`config.mk`:
```
export PLATFORM = sky130hd
export DESIGN_NAME = pfrc_core
export DESIGN_NICKNAME = d
export VERILOG_FILES = /design/src/pfrc_pkg.sv /design/src/pfrc_core.sv
export SDC_FILE = /design/constraint.sdc
export NUM_CORES = 1
export LEC_CHECK = 0
export BUFFER_PORTS_ARGS = -buffer_cell sky130_fd_sc_hd__buf_2
export CORE_MARGIN = 8
export CORE_UTILIZATION = 40
export CTS_BUF_LIST = sky130_fd_sc_hd__clkbuf_4 sky130_fd_sc_hd__clkbuf_8
export CTS_CLUSTER_DIAMETER = 150
export CTS_CLUSTER_SIZE = 30
export DETAILED_ROUTE_END_ITERATION = 10
export PLACE_DENSITY = 0.64
export REMOVE_ABC_BUFFERS = 1
export SETUP_SLACK_MARGIN = 0.15
export SYNTH_ARGS = -nofsm -noshare
export SYNTH_HDL_FRONTEND = slang
export SYNTH_SLANG_ARGS = --single-unit
```
`constraint.sdc`:
```
create_clock -name clk_sys -period 6.65 [get_ports clk_sys]
set_input_delay 0.665 -clock clk_sys [delete_from_list [all_inputs] [get_ports clk_sys]]
set_output_delay 0.665 -clock clk_sys [all_outputs]
set_load 0.02 [all_outputs]
```
`src/pfrc_pkg.sv`:
```
// Package with register map, field layout and timing constants of the PWM config block
package pfrc_pkg;
	localparam logic [7:0] ADDR_PWM_SWITCHING_FREQUENCY = 8'h40;
	localparam logic [7:0] ADDR_OUT_A_RISE_TIME_UPPER = 8'h41;
	localparam logic [7:0] ADDR_OUT_A_RISE_TIME_LOWER = 8'h42;
	localparam logic [7:0] RST_PWM_SWITCHING_FREQUENCY = 8'h00;
	localparam logic [7:0] RST_OUT_A_RISE_TIME_UPPER = 8'h00;
	localparam logic [7:0] RST_OUT_A_RISE_TIME_LOWER = 8'h00;
	localparam int FREQ_CODE_MSB = 5;
	localparam int LOW_NIBBLE_MSB = 7;
	localparam int LOW_NIBBLE_LSB = 4;
	localparam int MOD_ENABLE_BIT = 3;
	localparam int MOD_SIGN_BIT = 2;
	localparam logic [5:0] CODE_LAST_TABLE = 6'h36;
	localparam logic [5:0] CODE_RESONANT = 6'h3F;
	localparam int CLK_PERIOD_PS = 5000;
	localparam int EDGE_STEP_PS = 5000;
	// Clock ticks per edge-time step, never below one
	localparam int EDGE_STEP_CYCLES = (EDGE_STEP_PS / CLK_PERIOD_PS) < 1 ? 1 :
		EDGE_STEP_PS / CLK_PERIOD_PS;
	localparam logic [12:0] PERIOD_OCT0_BASE = 13'h1000;
	localparam logic [12:0] PERIOD_OCT1_BASE = 13'h0800;
	localparam logic [12:0] PERIOD_OCT2_BASE = 13'h0400;
	localparam logic [12:0] PERIOD_OCT3_BASE = 13'h0200;
	localparam logic [12:0] PERIOD_OCT0_STEP = 13'h0080;
	localparam logic [12:0] PERIOD_OCT1_STEP = 13'h0040;
	localparam logic [12:0] PERIOD_OCT23_STEP = 13'h0020;
	localparam logic [12:0] PERIOD_RST = 13'h1000;
	localparam logic [11:0] EDGE_MAX = 12'hFFF;
endpackage

```
`src/pfrc_core.sv`:
```
// PWM switching-frequency and output A rising-edge configuration block
`timescale 1ns/1ps

////////////////////////////////////////////////////////////////////////////////
module pfrc_core (
	// Clock and reset
	input wire logic clk_sys,
	input wire logic rstn,
	// Register port
	input wire logic [7:0] reg_addr,
	input wire logic reg_wr,
	input wire logic [7:0] reg_wdata,
	output logic [7:0] reg_rdata,
	// Modulation from control loop
	input wire logic [11:0] mod_amount,
	// Timing outputs
	output logic [12:0] period_ticks,
	output logic resonant_mode,
	output logic [11:0] out_a_rise_edge_time,
	output logic period_start,
	output logic primary_output_a
);

	////////////////////////////////////////////////////////////////////////////
	// Period in 5 ns ticks per code; each quarter of the table is one octave
	function automatic logic [12:0] pfrc_period(input logic [5:0] code);
		logic [12:0] step_idx;
		step_idx = {9'h000, code[3:0]};
		if (code > pfrc_pkg::CODE_LAST_TABLE) begin
			// Undefined codes clamp to the fastest tabulated rate
			pfrc_period = pfrc_period_max();
		end else begin
			unique case (code[5:4])
				2'b00: pfrc_period = pfrc_pkg::PERIOD_OCT0_BASE -
					13'(step_idx * pfrc_pkg::PERIOD_OCT0_STEP);
				2'b01: pfrc_period = pfrc_pkg::PERIOD_OCT1_BASE -
					13'(step_idx * pfrc_pkg::PERIOD_OCT1_STEP);
				2'b10: pfrc_period = pfrc_pkg::PERIOD_OCT2_BASE -
					13'(step_idx * pfrc_pkg::PERIOD_OCT23_STEP);
				2'b11: pfrc_period = pfrc_pkg::PERIOD_OCT3_BASE -
					13'(step_idx * pfrc_pkg::PERIOD_OCT23_STEP);
			endcase
		end
	endfunction

	// Fastest tabulated rate, the last defined code
	function automatic logic [12:0] pfrc_period_max();
		pfrc_period_max = pfrc_pkg::PERIOD_OCT3_BASE -
			13'({9'h000, pfrc_pkg::CODE_LAST_TABLE[3:0]} * pfrc_pkg::PERIOD_OCT23_STEP);
	endfunction

	// Later edge: add modulation, pin at the last tick instead of wrapping
	function automatic logic [11:0] pfrc_edge_later(input logic [11:0] edge_in,
		input logic [11:0] amount);
		logic [12:0] sum;
		sum = {1'b0, edge_in} + {1'b0, amount};
		pfrc_edge_later = sum[12] ? pfrc_pkg::EDGE_MAX : sum[11:0];
	endfunction

	// Earlier edge: subtract modulation, floor at the period start
	function automatic logic [11:0] pfrc_edge_earlier(input logic [11:0] edge_in,
		input logic [11:0] amount);
		logic [12:0] diff;
		diff = {1'b0, edge_in} - {1'b0, amount};
		pfrc_edge_earlier = diff[12] ? 12'h000 : diff[11:0];
	endfunction

	////////////////////////////////////////////////////////////////////////////
	// Registers
	logic [7:0] pwm_switching_frequency;
	logic [7:0] out_a_rise_time_upper;
	logic [7:0] out_a_rise_time_lower;
	logic [7:0] next_pwm_switching_frequency;
	logic [7:0] next_out_a_rise_time_upper;
	logic [7:0] next_out_a_rise_time_lower;
	logic [7:0] next_reg_rdata;

	always_comb begin
		next_pwm_switching_frequency = pwm_switching_frequency;
		next_out_a_rise_time_upper = out_a_rise_time_upper;
		next_out_a_rise_time_lower = out_a_rise_time_lower;
		// Reserved bits are stored and read back but steer nothing
		if (reg_wr) begin
			unique case (reg_addr)
				pfrc_pkg::ADDR_PWM_SWITCHING_FREQUENCY: next_pwm_switching_frequency = reg_wdata;
				pfrc_pkg::ADDR_OUT_A_RISE_TIME_UPPER: next_out_a_rise_time_upper = reg_wdata;
				pfrc_pkg::ADDR_OUT_A_RISE_TIME_LOWER: next_out_a_rise_time_lower = reg_wdata;
				default: ;
			endcase
		end
	end

	always_ff @(posedge clk_sys) begin
		if (!rstn) begin
			pwm_switching_frequency <= pfrc_pkg::RST_PWM_SWITCHING_FREQUENCY;
			out_a_rise_time_upper <= pfrc_pkg::RST_OUT_A_RISE_TIME_UPPER;
			out_a_rise_time_lower <= pfrc_pkg::RST_OUT_A_RISE_TIME_LOWER;
		end else begin
			pwm_switching_frequency <= next_pwm_switching_frequency;
			out_a_rise_time_upper <= next_out_a_rise_time_upper;
			out_a_rise_time_lower <= next_out_a_rise_time_lower;
		end
	end

	////////////////////////////////////////////////////////////////////////////
	// Read data, registered so the port answers one cycle after the address;
	// unmapped addresses read as zero rather than aliasing a mapped register
	always_comb begin
		unique case (reg_addr)
			pfrc_pkg::ADDR_PWM_SWITCHING_FREQUENCY: next_reg_rdata = pwm_switching_frequency;
			pfrc_pkg::ADDR_OUT_A_RISE_TIME_UPPER: next_reg_rdata = out_a_rise_time_upper;
			pfrc_pkg::ADDR_OUT_A_RISE_TIME_LOWER: next_reg_rdata = out_a_rise_time_lower;
			default: next_reg_rdata = 8'h00;
		endcase
	end

	always_ff @(posedge clk_sys) begin
		if (!rstn) begin
			reg_rdata <= 8'h00;
		end else begin
			reg_rdata <= next_reg_rdata;
		end
	end

	////////////////////////////////////////////////////////////////////////////
	// Edge time and modulation
	logic [5:0] freq_code;
	logic [11:0] base_edge;
	logic [11:0] mod_edge;
	logic [12:0] code_period;
	logic code_resonant;

	always_comb begin
		freq_code = pwm_switching_frequency[pfrc_pkg::FREQ_CODE_MSB:0];
		code_period = pfrc_period(freq_code);
		code_resonant = (freq_code == pfrc_pkg::CODE_RESONANT);
		// Both bytes always used together, never the upper byte alone
		base_edge = {out_a_rise_time_upper,
			out_a_rise_time_lower[pfrc_pkg::LOW_NIBBLE_MSB:pfrc_pkg::LOW_NIBBLE_LSB]};
		// Modulation only moves the edge; the period is never stretched
		mod_edge = base_edge;
		if (out_a_rise_time_lower[pfrc_pkg::MOD_ENABLE_BIT]) begin
			if (out_a_rise_time_lower[pfrc_pkg::MOD_SIGN_BIT]) begin
				mod_edge = pfrc_edge_later(base_edge, mod_amount);
			end else begin
				mod_edge = pfrc_edge_earlier(base_edge, mod_amount);
			end
		end
	end

	////////////////////////////////////////////////////////////////////////////
	// Period counter in 5 ns ticks; settings taken only at period start so
	// a register write never yields a runt pulse
	logic [12:0] tick_cnt;
	logic [12:0] next_tick_cnt;
	logic [12:0] next_period_ticks;
	logic next_resonant_mode;
	logic [11:0] next_out_a_rise_edge_time;
	logic next_period_start;
	logic next_primary_output_a;
	logic wrap;

	always_comb begin
		// Compare with >= so a shortened period never overruns the counter
		wrap = (tick_cnt >= period_ticks - 13'h0001);
		next_period_ticks = period_ticks;
		next_resonant_mode = resonant_mode;
		next_out_a_rise_edge_time = out_a_rise_edge_time;
		next_tick_cnt = tick_cnt + 13'(pfrc_pkg::EDGE_STEP_CYCLES);
		next_period_start = 1'b0;
		if (wrap) begin
			next_tick_cnt = 13'h0000;
			next_period_ticks = code_period;
			next_resonant_mode = code_resonant;
			next_out_a_rise_edge_time = mod_edge;
			next_period_start = 1'b1;
		end
	end

	always_ff @(posedge clk_sys) begin
		if (!rstn) begin
			tick_cnt <= 13'h0000;
			period_ticks <= pfrc_pkg::PERIOD_RST;
			resonant_mode <= 1'b0;
			out_a_rise_edge_time <= 12'h000;
			period_start <= 1'b0;
		end else begin
			tick_cnt <= next_tick_cnt;
			period_ticks <= next_period_ticks;
			resonant_mode <= next_resonant_mode;
			out_a_rise_edge_time <= next_out_a_rise_edge_time;
			period_start <= next_period_start;
		end
	end

	////////////////////////////////////////////////////////////////////////////
	// Output A: high from the edge tick to the end of the period
	always_comb begin
		// Resonant timing is produced elsewhere; fixed-rate output idles low
		next_primary_output_a = !next_resonant_mode &&
			({1'b0, next_out_a_rise_edge_time} <= next_tick_cnt);
	end

	always_ff @(posedge clk_sys) begin
		if (!rstn) begin
			primary_output_a <= 1'b0;
		end else begin
			primary_output_a <= next_primary_output_a;
		end
	end

endmodule

```
==> impl_results.md <==
- Worst skew pair latency: 0.36 ns
- Largest family of logic cells by synthesized area: simple AND/OR/NAND/NOR gates
- Worst-path clk slew: about 0.07 ns
- Worst-path fanout max: 50
- Residual overflow from global routing: 0
- Unrepaired setup endpoints after global routing: false
- Minimum clock period: 4.36 ns
- Via-to-Cell Ratio: 5.57
- Slew Viols, Final: 0
- Required @ worst endpoint: 6.90 ns
- Power Dens Cells: 147 nW/um^2
- Top-count cell post-synth: nor2_1
- Ant diodes: 0
- Flop2flop setup slack: 2.29 ns
- Hold EP: out_a_rise_edge_time[3]
- Post-synth cell types: 75
- Hold Path Class: register to register
- Clock power frac: 42.0%
- Die H: 130 um
- Yosys synthesis warning count: 0
- Initial antenna violation count: 0
- Highest clock rate: 230 MHz
- Outcome: finished, final reports clean
- Top-area cell type share of the netlist area: about a quarter
- Multiplexer area fraction after synthesis: 6.71%
- Nets: 775
- CP startpoint kind: register
- Post-Syn Area: 5220 um^2
- Number of enable flip-flop cells after synthesis: 0
- Post-Syn Area per Cell: 7.92 um^2
- RR Startpoint: period_ticks[5]
- Flops & latches, synth: roughly 70
- Commonest cells post-synth: nor2_1, dfxtp_1, ha_1
- TritonCTS clock tree: done
- Final period utilization: 65.5%
- Final instance area: 5770 um^2
- R2R cell count: 18
- Post-synthesis compound-gate area fraction: 20.8%
- Final Hold Viols: 0
- Row count: between 40 and 50
- Worst hold path startpoint: out_a_rise_edge_time[3]
- Setup Fix Bufs, Post-CTS: 0
- Synth Area in Simple Gates: 22.2%
- Placed Area: 5560 um^2
- WP data arrival: roughly 4.6 ns
- Sequential area share after synthesis: 26.1%
- Area Growth Syn to Fin: 10.5%
- Full die area: approximately 17000 um^2
- Core ar.: approximately 13000 um^2
- Worst Max-Slew Pin Slew: 1.21 ns
- Crit end category: register
- P_int: 0.000624 W
- Gpl congestion: 0.916
- Total track usage: 17.9%
- Routed via count: 4848
- Initial Util: 41.2%
- H-tree levels: 3
- Biggest area consumer among synthesized cells: dfxtp_1
- Layout cells sized above 1: 12.9%
- CTS root buf: clkbuf_8
- Number of global-route vias before repair: around 4700
- Main synth FF type: dfxtp_1
- Leak pwr: 2.74 nW
- Post-Route WL: 14.6 mm
- Drt first pass iters: 7
- CTS buffer count: 9
- Post-cts hold buffer count: 0
- Initial DRC count: 300
- Largest net degree at the start of global routing: 51
- Remaining DRCs: 0
- Wire per inst: about 17 um
- Setup CP Type: register to register
- Clk sink count: 68
- Mapped Cells: 659
- Worst r2r dst: primary_output_a
- Antenna Nets Post-Route: 0
- IO Count: 67
- Asr flop ratio synth: 0%
- Synth area leaders: dfxtp_1, ha_1, mux2i_1
- Die Wd: 130 um
- IR Drop Worst-Case VDD: slightly above 0.1 mV
- I/O Buffers: 61
- Hold depth: 2
- Comb pwr share: 9.2%
- Post-CTS Resized: 0
- Final Skew: 0.00878 ns
- NetSw: between 0.0002 and 0.00025 W
- Max-Cap Viols: 0
- Max clock buf depth: 2
- First-pass GRT wire length: roughly 24 mm
- HPWL Detailed: 11.2 mm
- Final setup fails: 0
- Xor/xnor share of the synthesized area: 4.86%
- Synth Area in Adders: 12.5%
- Slew headroom: 19.1%
- Setup_tns: 0 ns
- Sequential share of power: between 40% and 50%
- Sw Ratio: 26.2%
-- per-stage QoR --
step	power [W]	setup WS (ns)	std cells	utilization, %	hold slack (ns)
after detailed placement	0.000500	2.24	854	43.9	0.482
after floorplan	0.000468	2.23	619	-	0.460
after global placement	0.000498	2.39	854	43.9	0.475
final	0.000846	2.29	870	45.6	0.484
after CTS	0.000856	2.34	870	45.6	0.494
after global routing	0.000885	1.95	870	45.6	0.530
-- cell type report --
class,count,area (um^2)
Tap cell,172,215
Fill cell,1307,6900
Clock inverter,6,72.6
Inverter,39,146
Multi-Input combinational cell,512,3520
Sequential cell,68,1360
Clock buffer,10,138
Timing Repair Buffer,63,320
-- flip-flops by register name, summed over array words and instances (netlist names) --
name / count
out_a_rise_edge_time: 12
out_a_rise_time_lower: 8
out_a_rise_time_upper: 8
period_start: 1
period_ticks: 8
primary_output_a: 1
pwm_switching_frequency: 8
reg_rdata: 8
resonant_mode: 1
tick_cnt: 13
-- cell families after synthesis --
group	count (synthesis)
AND/OR/NAND/NOR	237
other	1
buffers and inverters	83
multiplexers	35
XOR/XNOR	29
AO/OA/AOI/OAI	155
flip-flops	68
adder cells (fa/ha/maj)	51
-- layout by cell type (no fill, tap or decap), types with 9 or more instances in the layout --
master,synthesis,layout
nand2_1,39,39
xnor2_1,21,21
clkbuf_8,0,10
nor2_1,91,91
nand3_1,17,17
a21oi_1,44,44
buf_2,9,61
nor2b_1,9,9
and3_1,14,14
o31ai_1,9,9
ha_1,49,49
nor3_1,19,19
a211oi_1,9,9
inv_1,38,38
mux2i_1,35,35
dfxtp_1,68,68
o21ai_0,23,23
-- power groups by stage --
stage	clock network (W)	registers, W	logic, W
after detailed placement	0	0.000422	0.0000772
after global placement	0	0.000422	0.0000762
after floorplan	0	0.000422	0.0000465
final	0.000356	0.000413	0.0000777
after CTS	0.000366	0.000413	0.0000775
after global routing	0.000385	0.000413	0.0000865
-- how the worst max path moves through the flow --
stage	startpoint	to	slack, ns	cells after the start
floorplan	period_ticks[5]	primary_output_a	2.23	18
global placement	mod_amount[0]	primary_output_a	2.39	18
detailed placement	mod_amount[0]	primary_output_a	2.24	18
CTS	period_ticks[5]	primary_output_a	2.34	19
global route	period_ticks[5]	primary_output_a	1.95	18
finish	period_ticks[5]	primary_output_a	2.29	18
-- routing by layer --
metal / vias up / wire (um) / track usage, %
met2: 158 / 6750 / 28.6
met5: - / 0 / 0
met4: 0 / 378 / 7.92
li1: 2417 / - / -
met3: 25 / 927 / 3.55
met1: 2248 / 6590 / 23.0
-- critical path: stages, from the launching register on --
cell and delay (ns):
dfxtp_1 0.47, inv_1 0.08, ha_1 0.24, nand2_1 0.08
xor2_1 0.16, ha_1 0.27, a211o_1 0.30, o221ai_1 0.23
o311a_1 0.21, buf_4 0.41, nor2_1 0.15, inv_1 0.15
nor3_1 0.08, or3_1 0.41, ha_1 0.20, nor4_1 0.20
nand2_1 0.12, o211a_1 0.23, o41ai_1 0.23
(Power assumes the default switching activity.)
